**src/include/pds_cfg.svh**
```systemverilog
`ifndef PDS_CFG_SVH
`define PDS_CFG_SVH

// Register byte offsets
`define PDS_ADDR_CTRL      8'h00
`define PDS_ADDR_STATE     8'h04
`define PDS_ADDR_INT_STAT  8'h08
`define PDS_ADDR_INT_MASK  8'h0c

// Control register fields and reset value
`define PDS_CTRL_W         2
`define PDS_CTRL_START     0
`define PDS_CTRL_REMOTE    1
`define PDS_CTRL_RST       2'h0

// Event bits, shared by status and mask
`define PDS_EV_W           4
`define PDS_EV_NORMAL      0
`define PDS_EV_ERROR       1
`define PDS_EV_CLEAR       2
`define PDS_EV_STOP        3
`define PDS_EV_RST         4'h0

// LED chain and level inputs
`define PDS_CHAIN_W        8
`define PDS_LVL_W          4
`define PDS_LVL_ZERO       4'h0

// Flash timing
`define PDS_CLK_KHZ        250000
`define PDS_FLASH_HALF_MS  500
`define PDS_FLASH_CNT_W    27

`endif

```
**src/include/pds_pkg.sv**
```systemverilog
package pds_pkg;

  // Operating mode, Gray along idle -> run -> normal
  typedef enum logic [1:0] {
    PDS_IDLE  = 2'h0,
    PDS_RUN   = 2'h1,
    PDS_NORM  = 2'h3,
    PDS_FAULT = 2'h2
  } pds_mode_e;

  // Synchronised pin inputs
  typedef struct packed {
    logic overload;
    logic error;
    logic at_speed;
    logic rotating;
    logic start;
  } pds_in_s;

  // Outputs to motor, relays and panel
  typedef struct packed {
    logic       drive;
    logic       relay_normal;
    logic       relay_error;
    logic       led_status;
    logic       led_error;
    logic [7:0] chain;
  } pds_lamp_s;

  // Layout of the read-only state register
  typedef struct packed {
    logic      fault_latched;
    logic [3:0] fault_code;
    logic      spare;
    pds_mode_e mode;
    pds_in_s   pins;
  } pds_state_s;

endpackage : pds_pkg

```
**src/hdl/pds_flash.sv**
```systemverilog
`timescale 1ns/100ps
`default_nettype none
`include "pds_cfg.svh"

module pds_flash #(
  parameter int unsigned HALF_CYC = `PDS_FLASH_HALF_MS * `PDS_CLK_KHZ
) (
  // Clock and control
  input  wire logic mclk,
  input  wire logic rst,
  input  wire logic ce,
  // Common flash phase
  output var  logic phase
);

  logic [`PDS_FLASH_CNT_W-1:0] cnt_r;
  logic [`PDS_FLASH_CNT_W-1:0] cnt_nxt;
  logic                        phase_r;
  logic                        phase_nxt;

  // Free-running, never restarted, so every flashing LED shares one phase
  always_comb begin
    cnt_nxt   = cnt_r + 1'b1;
    phase_nxt = phase_r;
    if (cnt_r == `PDS_FLASH_CNT_W'(HALF_CYC - 1)) begin
      cnt_nxt   = '0;
      phase_nxt = ~phase_r;
    end
  end

  always_ff @(posedge mclk) begin
    if (rst) begin
      cnt_r   <= '0;
      phase_r <= 1'b0;
    end else if (ce) begin
      cnt_r   <= cnt_nxt;
      phase_r <= phase_nxt;
    end
  end

  assign phase = phase_r;

endmodule : pds_flash
`default_nettype wire

```
**src/hdl/pds_top.sv**
```systemverilog
// Overview of operation
// - Normal operation at 80 percent setpoint speed
// - Stop command always switches motor drive off
// - Error forces drive off, error relay active
// - Normal relay, steady green only in normal
// - Red LED steady while error present or malfunction latched
// - Green flashes while rotating or starting up
// - Run-down speed shown, dark below indication range
// - Malfunction: drive off, red on, code flashes
// - Stop command clears latched malfunction indication once error pin is gone
// - Run-up flashes green, chain shows speed step
// - Normal operation chain shows power bar
// - Overload in normal flashes red, no failure
`timescale 1ns/100ps
`default_nettype none
`include "pds_cfg.svh"

module pds_top #(
  parameter int unsigned FLASH_HALF_CYC = `PDS_FLASH_HALF_MS * `PDS_CLK_KHZ
) (
  // Clock, reset, enable
  input  wire logic                   mclk,
  input  wire logic                   rst,
  input  wire logic                   ce,
  // APB slave
  input  wire logic [7:0]             paddr,
  input  wire logic                   psel,
  input  wire logic                   penable,
  input  wire logic                   pwrite,
  input  wire logic [31:0]            pwdata,
  output var  logic [31:0]            prdata,
  output var  logic                   pready,
  output var  logic                   pslverr,
  // Panel and pump pins, asynchronous
  input  wire logic                   start_pin,
  input  wire logic                   rotating_pin,
  input  wire logic                   at_speed_pin,
  input  wire logic                   error_pin,
  input  wire logic                   overload_pin,
  input  wire logic [3:0]             fault_code_pin,
  // Levels from the drive controller, same clock
  input  wire logic [`PDS_LVL_W-1:0]   speed_lvl,
  input  wire logic [`PDS_LVL_W-1:0]   power_lvl,
  // Motor, relays and LEDs
  output var  logic                   motor_drive,
  output var  logic                   relay_normal,
  output var  logic                   relay_error,
  output var  logic                   led_status,
  output var  logic                   led_error,
  output var  logic [`PDS_CHAIN_W-1:0] led_chain,
  // Interrupt
  output var  logic                   irq
);

  // One LED lit at position n, none for zero or out of range
  function automatic logic [`PDS_CHAIN_W-1:0] pds_one_hot(input logic [`PDS_LVL_W-1:0] n);
    logic [`PDS_CHAIN_W-1:0] v;
    v = '0;
    for (int i = 0; i < `PDS_CHAIN_W; i++) begin
      if (n == `PDS_LVL_W'(i + 1)) begin
        v[i] = 1'b1;
      end
    end
    return v;
  endfunction : pds_one_hot

  // Bar filling from the bottom, n LEDs lit
  function automatic logic [`PDS_CHAIN_W-1:0] pds_bar(input logic [`PDS_LVL_W-1:0] n);
    logic [`PDS_CHAIN_W-1:0] v;
    v = '0;
    for (int i = 0; i < `PDS_CHAIN_W; i++) begin
      if (n > `PDS_LVL_W'(i)) begin
        v[i] = 1'b1;
      end
    end
    return v;
  endfunction : pds_bar

  // Address decode, shared by read and write paths
  function automatic logic pds_hit(input logic [7:0] a);
    return (a == `PDS_ADDR_CTRL) || (a == `PDS_ADDR_STATE) ||
           (a == `PDS_ADDR_INT_STAT) || (a == `PDS_ADDR_INT_MASK);
  endfunction : pds_hit

  // Synchronisers
  pds_pkg::pds_in_s          sync1_r;
  pds_pkg::pds_in_s          sync2_r;
  logic [3:0]                code1_r;
  logic [3:0]                code2_r;

  // Control state
  logic [`PDS_CTRL_W-1:0]     ctrl_r;
  logic [`PDS_CTRL_W-1:0]     ctrl_nxt;
  logic                      start_prev_r;
  logic                      start_prev_nxt;
  logic                      err_prev_r;
  logic                      err_prev_nxt;
  logic                      fault_lat_r;
  logic                      fault_lat_nxt;
  logic [3:0]                fault_code_r;
  logic [3:0]                fault_code_nxt;
  pds_pkg::pds_mode_e        mode_r;
  pds_pkg::pds_mode_e        mode_nxt;
  pds_pkg::pds_lamp_s        lamp_r;
  pds_pkg::pds_lamp_s        lamp_nxt;

  // Interrupt state
  logic [`PDS_EV_W-1:0]       int_stat_r;
  logic [`PDS_EV_W-1:0]       int_stat_nxt;
  logic [`PDS_EV_W-1:0]       int_mask_r;
  logic [`PDS_EV_W-1:0]       int_mask_nxt;
  logic                      irq_r;
  logic                      irq_nxt;

  // Bus state
  logic [31:0]               prdata_r;
  logic [31:0]               prdata_nxt;
  logic                      pready_r;
  logic                      pready_nxt;
  logic                      pslverr_r;
  logic                      pslverr_nxt;

  // Combinational helpers
  pds_pkg::pds_in_s          pins;
  pds_pkg::pds_state_s       state_rd;
  logic                      flash;
  logic                      setup_ph;
  logic                      wr_en;
  logic                      start_cmd;
  logic                      stop_ev;
  logic                      err_rise;
  logic                      fault_clr;
  logic                      err_now;
  logic                      normal;
  logic [`PDS_EV_W-1:0]       ev;

  pds_flash #(
    .HALF_CYC (FLASH_HALF_CYC)
  ) u_flash (
    .mclk  (mclk),
    .rst   (rst),
    .ce    (ce),
    .phase (flash)
  );

  always_comb begin
    pins     = sync2_r;
    setup_ph = psel && !penable && !pready_r;
    wr_en    = psel && penable && pready_r && pwrite && pds_hit(paddr);

    // Bus registers
    ctrl_nxt     = ctrl_r;
    int_mask_nxt = int_mask_r;
    if (wr_en && (paddr == `PDS_ADDR_CTRL)) begin
      ctrl_nxt = pwdata[`PDS_CTRL_W-1:0];
    end
    if (wr_en && (paddr == `PDS_ADDR_INT_MASK)) begin
      int_mask_nxt = pwdata[`PDS_EV_W-1:0];
    end

    // Local key unless remote control owns the command
    start_cmd = ctrl_r[`PDS_CTRL_REMOTE] ? ctrl_r[`PDS_CTRL_START] : pins.start;
    start_prev_nxt = start_cmd;
    // A remote write of stop counts even when already stopped
    stop_ev = (start_prev_r && !start_cmd) ||
              (wr_en && (paddr == `PDS_ADDR_CTRL) &&
               pwdata[`PDS_CTRL_REMOTE] && !pwdata[`PDS_CTRL_START]);

    // Latched malfunction; a new error wins over a clearing stop
    err_prev_nxt   = pins.error;
    err_rise       = pins.error && !err_prev_r;
    fault_clr      = stop_ev && !pins.error && fault_lat_r;
    fault_lat_nxt  = fault_lat_r;
    fault_code_nxt = fault_code_r;
    if (err_rise) begin
      fault_lat_nxt  = 1'b1;
      fault_code_nxt = code2_r;
    end else if (fault_clr) begin
      fault_lat_nxt = 1'b0;
    end

    err_now = pins.error || fault_lat_r;
    // Threshold flag arrives already compared at the default 80 percent
    normal  = start_cmd && pins.rotating && pins.at_speed && !err_now;

    if (err_now) begin
      mode_nxt = pds_pkg::PDS_FAULT;
    end else if (normal) begin
      mode_nxt = pds_pkg::PDS_NORM;
    end else if (start_cmd || pins.rotating) begin
      mode_nxt = pds_pkg::PDS_RUN;
    end else begin
      mode_nxt = pds_pkg::PDS_IDLE;
    end

    lamp_nxt              = '0;
    lamp_nxt.drive        = start_cmd && !err_now;
    lamp_nxt.relay_normal = normal;
    lamp_nxt.relay_error  = err_now;
    lamp_nxt.led_error    = err_now;
    unique case (mode_nxt)
      pds_pkg::PDS_IDLE: begin
        lamp_nxt.led_status = 1'b0;
        lamp_nxt.chain      = '0;
      end
      pds_pkg::PDS_RUN: begin
        // Below the indication range on run-down both go dark early
        if (pins.rotating && !start_cmd && (speed_lvl == `PDS_LVL_ZERO)) begin
          lamp_nxt.led_status = 1'b0;
        end else begin
          lamp_nxt.led_status = flash;
        end
        lamp_nxt.chain = pins.rotating ? pds_one_hot(speed_lvl) : '0;
      end
      pds_pkg::PDS_NORM: begin
        lamp_nxt.led_status = 1'b1;
        lamp_nxt.chain      = pds_bar(power_lvl);
        lamp_nxt.led_error  = pins.overload && flash;
      end
      pds_pkg::PDS_FAULT: begin
        lamp_nxt.led_status = pins.rotating && flash;
        // Failure code outranks any speed display
        lamp_nxt.chain = fault_lat_r ? (pds_one_hot(fault_code_r) & {`PDS_CHAIN_W{flash}}) : '0;
      end
    endcase

    // Events are sticky; a fresh event wins over a write-one clear
    ev = '0;
    ev[`PDS_EV_NORMAL] = (mode_nxt == pds_pkg::PDS_NORM) && (mode_r != pds_pkg::PDS_NORM);
    ev[`PDS_EV_ERROR]  = err_rise;
    ev[`PDS_EV_CLEAR]  = fault_clr;
    ev[`PDS_EV_STOP]   = stop_ev;
    int_stat_nxt = int_stat_r;
    if (wr_en && (paddr == `PDS_ADDR_INT_STAT)) begin
      int_stat_nxt = int_stat_r & ~pwdata[`PDS_EV_W-1:0];
    end
    int_stat_nxt = int_stat_nxt | ev;
    irq_nxt      = |(int_stat_r & int_mask_r);

    // Read data is sampled in the setup cycle, answer one cycle later
    state_rd               = '0;
    state_rd.fault_latched = fault_lat_r;
    state_rd.fault_code    = fault_code_r;
    state_rd.mode          = mode_r;
    state_rd.pins          = pins;
    pready_nxt  = setup_ph;
    pslverr_nxt = setup_ph && !pds_hit(paddr);
    prdata_nxt  = '0;
    if (setup_ph && !pwrite) begin
      unique case (paddr)
        `PDS_ADDR_CTRL:     prdata_nxt = 32'(ctrl_r);
        `PDS_ADDR_STATE:    prdata_nxt = 32'(state_rd);
        `PDS_ADDR_INT_STAT: prdata_nxt = 32'(int_stat_r);
        `PDS_ADDR_INT_MASK: prdata_nxt = 32'(int_mask_r);
        default:            prdata_nxt = '0;
      endcase
    end
  end

  always_ff @(posedge mclk) begin
    if (rst) begin
      sync1_r      <= '0;
      sync2_r      <= '0;
      code1_r      <= '0;
      code2_r      <= '0;
      ctrl_r       <= `PDS_CTRL_RST;
      start_prev_r <= 1'b0;
      err_prev_r   <= 1'b0;
      fault_lat_r  <= 1'b0;
      fault_code_r <= '0;
      mode_r       <= pds_pkg::PDS_IDLE;
      lamp_r       <= '0;
      int_stat_r   <= `PDS_EV_RST;
      int_mask_r   <= `PDS_EV_RST;
      irq_r        <= 1'b0;
      prdata_r     <= '0;
      pready_r     <= 1'b0;
      pslverr_r    <= 1'b0;
    end else if (ce) begin
      sync1_r      <= '{overload: overload_pin, error: error_pin, at_speed: at_speed_pin,
                        rotating: rotating_pin, start: start_pin};
      sync2_r      <= sync1_r;
      code1_r      <= fault_code_pin;
      code2_r      <= code1_r;
      ctrl_r       <= ctrl_nxt;
      start_prev_r <= start_prev_nxt;
      err_prev_r   <= err_prev_nxt;
      fault_lat_r  <= fault_lat_nxt;
      fault_code_r <= fault_code_nxt;
      mode_r       <= mode_nxt;
      lamp_r       <= lamp_nxt;
      int_stat_r   <= int_stat_nxt;
      int_mask_r   <= int_mask_nxt;
      irq_r        <= irq_nxt;
      prdata_r     <= prdata_nxt;
      pready_r     <= pready_nxt;
      pslverr_r    <= pslverr_nxt;
    end
  end

  assign prdata       = prdata_r;
  assign pready       = pready_r;
  assign pslverr      = pslverr_r;
  assign motor_drive  = lamp_r.drive;
  assign relay_normal = lamp_r.relay_normal;
  assign relay_error  = lamp_r.relay_error;
  assign led_status   = lamp_r.led_status;
  assign led_error    = lamp_r.led_error;
  assign led_chain    = lamp_r.chain;
  assign irq          = irq_r;

endmodule : pds_top
`default_nettype wire

```
**config.mk**
```make
export PLATFORM = sky130hd
export DESIGN_NAME = pds_top
export DESIGN_NICKNAME = d
export VERILOG_FILES = /design/src/include/pds_pkg.sv /design/src/hdl/pds_flash.sv /design/src/hdl/pds_top.sv
export VERILOG_INCLUDE_DIRS = /design/src /design/src/include
export SDC_FILE = /design/constraint.sdc
export NUM_CORES = 1
export LEC_CHECK = 0
export ABC_AREA = 1
export BUFFER_PORTS_ARGS = -buffer_cell sky130_fd_sc_hd__buf_2
export CAP_MARGIN = 20
export CORE_MARGIN = 5
export CORE_UTILIZATION = 40
export DETAILED_ROUTE_END_ITERATION = 12
export PLACE_DENSITY = 0.67
export SETUP_SLACK_MARGIN = 0.15
export SYNTH_ARGS = -nofsm -noshare
export SYNTH_HDL_FRONTEND = slang
export SYNTH_SLANG_ARGS = --single-unit
```
**constraint.sdc**
```tcl
create_clock -name mclk -period 1.8 [get_ports mclk]
set_input_delay 0.09 -clock mclk [delete_from_list [all_inputs] [get_ports mclk]]
set_output_delay 0.09 -clock mclk [all_outputs]
set_load 0.005 [all_outputs]
```
==> metrics.md, run 1 <==
| Metric | Value |
|---|---|
| GRT Total Usage | 16.2% |
| Sw Pwr | 0.00109 W |
| Core area | 11,500 sq um |
| First-pass DRT Iterations | 4 |
| Syn Inst Count | 707 |
| I/O pins | 111 |
| WS Path Type | register to register |
| Combinational group share of total power | 7.7% |
| Hold Vio Cnt, Final | 0 |
| Max Cap Violations | 0 |
| CTS clk-pin slew, worst paths | 0.07 ns |
| CP required | 2.08 ns |
| Power Dens Cells | 767 nW/um^2 |
| Crit. End Element | register |
| Critical Path Most Common Cell | nand2_1 |
| Number of global-route vias before repair | 4,107 |
| Leading area contributor after synthesis | dfxtp_1 |
| Fin crit share | 84.5% |
| Routed len/inst | 12.0 um |
| GR Overflow Total | 0 |
| Sw frac | 25.3% |
| Fin Setup TNS | 0 ns |
| Ys flop type | dfxtp_1 |
| Clock Latency Late Sink | 0.35 ns |
| Root buffer cell | clkbuf_16 |
| Shortest period the worst path allows | 1.52 ns |
| Yosys cell types | 38 |
| Flop-to-flop setup slack | 0.28 ns |
| Fraction of registers with async set/reset | 0% |
| CTS tree | done |
| Worst min path class | input port to register |
| First-pass GRT wire length | 18,900 um |
| Startpoint Class | register |
| Crit-path cells | nand2_1 > nor2_1 > nand3_4 > nor2_4 > inv_2 > o21bai_2 > nand2_1 > a21oi_2 |
| Unrepaired setup endpoints after global routing | true |
| Gp weighted congestion | 0.836 |
| Power Total | 0.00430 W |
| # setup viols final | 0 |
| Sequential area share after synthesis | 39.3% |
| Initial antenna violation count | 0 |
| DRC | 0 |
| Reg power frac | 49.9% |
| Vias | 4,468 |
| Clk_skew | 0.00938 ns |
| H-tree depth | 3 |
| Synth warn | 0 |
| Top delay family on crit path | simple AND/OR/NAND/NOR gates |
| DRT iter0 DRCs | 236 |
| Clk pwr share | 42.4% |
| CP Data Arrival Time | 1.80 ns |
| # diodes | 0 |
| CTS Buffer Depth | 2 |
| Num CTS Buffers | 9 |
| Design area | 5610 sq um |
| Hold_sp | pwdata[1] |
| Largest cells by area after synthesis | dfxtp_1 39%, nand2_1 13%, nor2_1 10% |
| Worst VDD drop | 0.000410 V |
| CP peak stage delay | 0.47 ns |
| FF-to-FF End | u_flash.cnt_r[24]$_SDFFE_PP0P_ |
| Clock sinks | 93 |
| Syn Std Cell Area | 4740 sq um |
| LEAKAGE | 2.31 nW |
| Hold path cells | 3 |
| Antenna-violating nets left | 0 |
| Fmax | 0.658 GHz |
| Status | finished clean |
| Final #Nets | 846 |
| EDFF count, synth | 0 |
| Syn_area_per_cell | 6.70 sq um |
| Detailed Route WL | 11,200 um |
| Share of cells above drive strength 1 | 18.0% |
| Via density per instance | 4.80 |
| Pint | 0.00321 W |
| Crit path max-delay cell type | dfxtp_1 |
| CP max FO | 5 |
| Worst Hold Path EP | int_mask_r[1]$_SDFFE_PP0P_ |
| Row count | 39 |
| Synth Register Bits | 93 |
| Worst r2r src | u_flash.cnt_r[6]$_SDFFE_PP0P_ |
| Crit. path cell count | 8 |
| Die Span Y | 119 um |
| Initial Util | 41.1% |
| R2R depth | 8 |
| Dpl hpwl | 8240 um |
| Final Max Tran Viols | 0 |
| Port bufs | 62 |
| Buffers and inverters on the worst path | 1 |
| Die footprint | 14,100 sq um |
| Post-synth top area share | 39.3% |
| Die W | 119 um |
| Largest net degree at the start of global routing | 41 |
| Placed Area | 5140 sq um |
| Area growth, synth to finish | 18.5% |
-- registers in the layout (all words and copies together), names as in the netlist, 2 cells and up --
signal,count
code1_r,4
code2_r,4
ctrl_r,2
fault_code_r,4
int_mask_r,4
int_stat_r,4
led_chain,8
mode_r,2
pins,4
prdata,12
sync1_r,5
u_flash.cnt_r,27
-- power groups by stage --
stage	Combinational [W]	Sequential [W]	Clock, W
6_report	0.000330	0.00215	0.00183
5_1_grt	0.000378	0.00215	0.00197
4_1_cts	0.000325	0.00215	0.00186
3_5_place_dp	0.000306	0.00219	0
3_3_place_gp	0.000305	0.00219	0
2_1_floorplan	0.000228	0.00218	0
-- worst reg2reg max path, stage by stage (launching register included) --
cell	delay, ns
dfxtp_1	0.47
nand2_1	0.08
nor2_1	0.26
nand3_4	0.15
nor2_4	0.19
inv_2	0.07
o21bai_2	0.10
nand2_1	0.07
a21oi_2	0.09
-- cell type report --
| class | instances | area (sq um) |
|---|---|---|
| fillers | 1180 | 5910 |
| inverters | 63 | 240 |
| repair buffers | 85 | 523 |
| clock buffers | 10 | 239 |
| clock inverters | 6 | 46.3 |
| well taps | 143 | 179 |
| multi-input cells | 530 | 2520 |
| flip-flops and latches | 93 | 1870 |
-- synthesized netlist by cell type (4+ instances only) --
library cell and count:
a21oi_1 57, buf_2 6, buf_4 20, clkbuf_1 10
dfxtp_1 93, inv_1 59, nand2_1 165, nand2_2 9
nand3_1 28, nand3_2 4, nand4_1 11, nor2_1 127
nor2_2 9, nor2_4 6, nor3_1 24, o21ai_0 38
xor2_1 5
-- cells by family (layout without fill, tap and decap cells) --
group	Yosys count	after routing	share of synthesized area (%)
xor gates and xnor gates	8	8	1.48
AOI/OAI and AO/OA	108	108	12.1
adders and majority gates	1	1	0.264
other	1	20	0.0792
buffers and inverters	103	164	10.1
and+or+nand+nor	393	393	36.7
DFF	93	93	39.3
-- repair_timing --
item / 4_1_cts / 5_1_grt
hold buffers: 11 / 0
buffers inserted: 0 / 3
endpoints found under the setup margin: 0 / 35
endpoints found under the hold margin: 11 / 0
gates resized for setup: 0 / 15
-- worst max-delay path by stage --
stage	slack, ns	end	start
after detailed placement	0.24	u_flash.cnt_r[24]$_SDFFE_PP0P_	u_flash.cnt_r[1]$_SDFFE_PP0P_
after global placement	0.26	u_flash.cnt_r[26]$_SDFFE_PP0P_	u_flash.cnt_r[1]$_SDFFE_PP0P_
final	0.28	u_flash.cnt_r[24]$_SDFFE_PP0P_	u_flash.cnt_r[6]$_SDFFE_PP0P_
after global routing	0.14	u_flash.cnt_r[26]$_SDFFE_PP0P_	u_flash.cnt_r[6]$_SDFFE_PP0P_
after floorplan	0.41	u_flash.cnt_r[24]$_SDFFE_PP0P_	u_flash.cnt_r[1]$_SDFFE_PP0P_
after CTS	0.22	u_flash.cnt_r[24]$_SDFFE_PP0P_	u_flash.cnt_r[1]$_SDFFE_PP0P_
-- stage by stage --
stage | instances | hold slack (ns) | util [%] | setup WS, ns
finish | 930 | 0.0304 | 48.7 | 0.280
global route | 930 | 0.0440 | 48.7 | 0.140
CTS | 927 | 0.0257 | 48.0 | 0.222
detailed placement | 900 | 0.322 | 44.6 | 0.242
global placement | 900 | 0.314 | 44.6 | 0.256
floorplan | 726 | 0.225 | - | 0.412
-- layout by cell type, fill, tap and decap left out, types with 11 or more instances in the layout --
cell type and n:
nand2_1 165, nor2_1 126, dfxtp_1 89, buf_2 62
inv_1 57, a21oi_1 57, o21ai_0 38, nand3_1 28
nor3_1 23, conb_1 20, nand4_1 11, dlygate4sd3_1 11
buf_4 11
-- routing by layer --
metal / routed length, um / global-route usage (%) / share of wire, %
met1: 5520 / 21.5 / 49
met2: 4800 / 25.3 / 43
met3: 650 / 4.41 / 5.8
met4: 215 / 6.23 / 1.9
met5: 0 / 0 / 0
Note: power is estimated with default switching activity, not from simulation.
==> run 2: changes to the inputs <==
PLACE_DENSITY = 0.7   (was 0.67)
clock period = 1.25 ns   (was 1.8 ns; I/O delays follow)
==> metrics.md, run 2 (synthesis results as in run 1) <==
| Metric | Value |
|---|---|
| Startpoint Class | register |
| Core area | 11,500 sq um (unchanged) |
| Design area | 6940 sq um (+24%) |
| Gp weighted congestion | 0.948 (+13%) |
| Unrepaired setup endpoints after global routing | true |
| First-pass GRT wire length | 22,600 um (+19%) |
| DP Cell Count | 988 (+9.8%) |
| DRT iter0 DRCs | 316 (+34%) |
| Worst VDD drop | 0.000776 V (+89%) |
| Placed Area | 5930 sq um (+15%) |
| Hold WS | 0.0190 ns (-0.0114 ns) |
| Vias | 5,040 (+13%) |
| Failing checks | setup timing |
| Power Total | 0.00644 W (+50%) |
| GR Overflow Total | 0 (unchanged) |
| Max Cap Violations | 0 (unchanged) |
| Detailed Route WL | 13,900 um (+24%) |
| Die W | 119 um (unchanged) |
| Commonest non-fill, non-tap cell in the layout | nand2_1 |
| Area growth, synth to finish | 46.6% |
| Hold Vio Cnt, Final | 0 (unchanged) |
| CTS clk-pin slew, worst paths | 0.07 ns (about the same) |
| Final Max Tran Viols | 0 (unchanged) |
| CTS tree | done |
| Initial antenna violation count | 0 (unchanged) |
| Largest Register | u_flash.cnt_r |
| Clock sinks | 93 (unchanged) |
| # diodes | 0 (unchanged) |
| Clock Latency Late Sink | 0.35 ns (about the same) |
| Initial Util | 41.1% (unchanged) |
| Combinational group share of total power | 11.0% (+3.3 points) |
| Antenna-violating nets left | 0 (unchanged) |
| Port bufs | 62 (unchanged) |
| Commonest non-fill, non-tap cells in the layout | 134 x nand2_1, 113 x nor2_1, 90 x buf_4 |
| Sw frac | 26.4% (+1.0 points) |
| Fin crit share | 112% (+28 points) |
| First-pass DRT Iterations | 5 (+1) |
| # setup viols final | 49 (+49) |
| Die Span Y | 119 um (unchanged) |
| Clk pwr share | 41.1% (-1.3 points) |
| H-tree depth | 3 (unchanged) |
| CP max FO | 5 (unchanged) |
| Worst setup margin | -0.155 ns (-0.434 ns) |
| GRT Total Usage | 19.4% (+3.2 points) |
| Largest net degree at the start of global routing | 35 (-15%) |
| Die footprint | 14,100 sq um (unchanged) |
| Routed len/inst | 13.5 um (+12%) |
| Worst min path class | input port to register |
| WS Path Type | register to register |
| CTS Buffer Depth | 2 (unchanged) |
| Clk_skew | 0.0113 ns (+0.00197 ns) |
| Fin Setup TNS | -3.85 ns (-3.85 ns) |
| Via density per instance | 4.89 (+1.9%) |
| Final #Nets | 947 (+12%) |
| Dpl hpwl | 9750 um (+18%) |
| LEAKAGE | 2.96 nW (+28%) |
| Sw Pwr | 0.00170 W (+56%) |
| Reg power frac | 48.0% (-1.9 points) |
| Row count | 39 (unchanged) |
| CP required | 1.54 ns (-0.54 ns) |
| Shortest period the worst path allows | 1.40 ns (-0.116 ns) |
| Status | complete, but fails checks |
| Power Dens Cells | 928 nW/um^2 (+21%) |
| Root buffer cell | clkbuf_16 |
| Max reg flops | 27 (unchanged) |
| Fmax | 0.712 GHz (+8.2%) |
| Num CTS Buffers | 9 (unchanged) |
| Pint | 0.00475 W (+48%) |
| I/O pins | 111 (unchanged) |
| Number of global-route vias before repair | 4,854 (+18%) |
| DRC | 0 (unchanged) |
| CP Data Arrival Time | 1.69 ns (-0.11 ns) |
| Crit. End Element | register |
| Post-route insts no fill | 1,030 (+11%) |
| Share of cells above drive strength 1 | 40.2% (+22 points) |
run 2: cell types whose count changed in the layout (fill, tap and decap cells not counted), moves of 15 or more:
cell | previous run | this run
a21oi_1 | 57 | 35
a21oi_2 | 1 | 23
buf_4 | 11 | 90
buf_6 | 0 | 16
dfxtp_1 | 89 | 70
nand2_1 | 165 | 134
nand2_2 | 9 | 33
o21ai_0 | 38 | 23
run 2: layout make-up:
type | count | area (sq um)
fillers | 1028 | 4580
multi-input cells | 532 | 2930
flip-flops and latches | 93 | 1910
repair buffers | 184 | 1390
inverters | 63 | 255
clock buffers | 10 | 239
well taps | 143 | 179
clock inverters | 5 | 43.8
run 2: through the flow:
| step | util [%] | setup slack (ns) |
|---|---|---|
| floorplan | - | -0.0858 |
| global placement | 51.5 | -0.148 |
| detailed placement | 51.5 | -0.194 |
| CTS | 57.4 | -0.129 |
| global route | 60.3 | -0.255 |
| finish | 60.3 | -0.155 |
run 2: critical path, stage by stage (launching register included):
cell and delay [ns]:
dfxtp_4 0.37, ha_4 0.15, nand2_4 0.05, nor2_4 0.14
nand3_4 0.12, nor2_4 0.17, inv_2 0.07, o21bai_2 0.11
nand2_1 0.07, a21oi_2 0.09
run 2: worst paths after layout:
path	start	to	slack, ns	cells after the start
worst max-delay path	u_flash.cnt_r[1]$_SDFFE_PP0P_	u_flash.cnt_r[24]$_SDFFE_PP0P_	-0.15	9
worst min register to register	led_chain[6]$_SDFFE_PP0P_	led_chain[6]$_SDFFE_PP0P_	0.46	2
worst min-delay path	pwdata[1]	int_mask_r[1]$_SDFFE_PP0P_	0.02	3
worst max register to register	u_flash.cnt_r[1]$_SDFFE_PP0P_	u_flash.cnt_r[24]$_SDFFE_PP0P_	-0.15	9
run 2: layer usage:
metal  GRT usage [%]  share of wire (%)  vias to the layer above  wire length [um]
met5               0                  0                        -                 0
met4            6.81                2.0                        0               280
met3            3.84                4.1                       26               562
met2            32.8                 49                      117              6760
met1            24.8                 45                     2310              6260
li1                -                  -                     2587                 -
run 2: what timing repair did:
action | CTS | global route
setup buffers | 9 | 5
gates cloned | 2 | 0
setup endpoints to repair | 66 | 68
hold buffers | 11 | 0
gates resized for setup | 73 | 86
hold endpoints to repair | 11 | 0
pin swaps | 36 | 34
run 2: power groups by stage:
stage,logic (W),registers [W],clock network (W)
final,0.000706,0.00309,0.00265
after global routing,0.000776,0.00310,0.00283
after CTS,0.000643,0.00309,0.00271
after detailed placement,0.000557,0.00315,0
after global placement,0.000552,0.00315,0
after floorplan,0.000346,0.00314,0
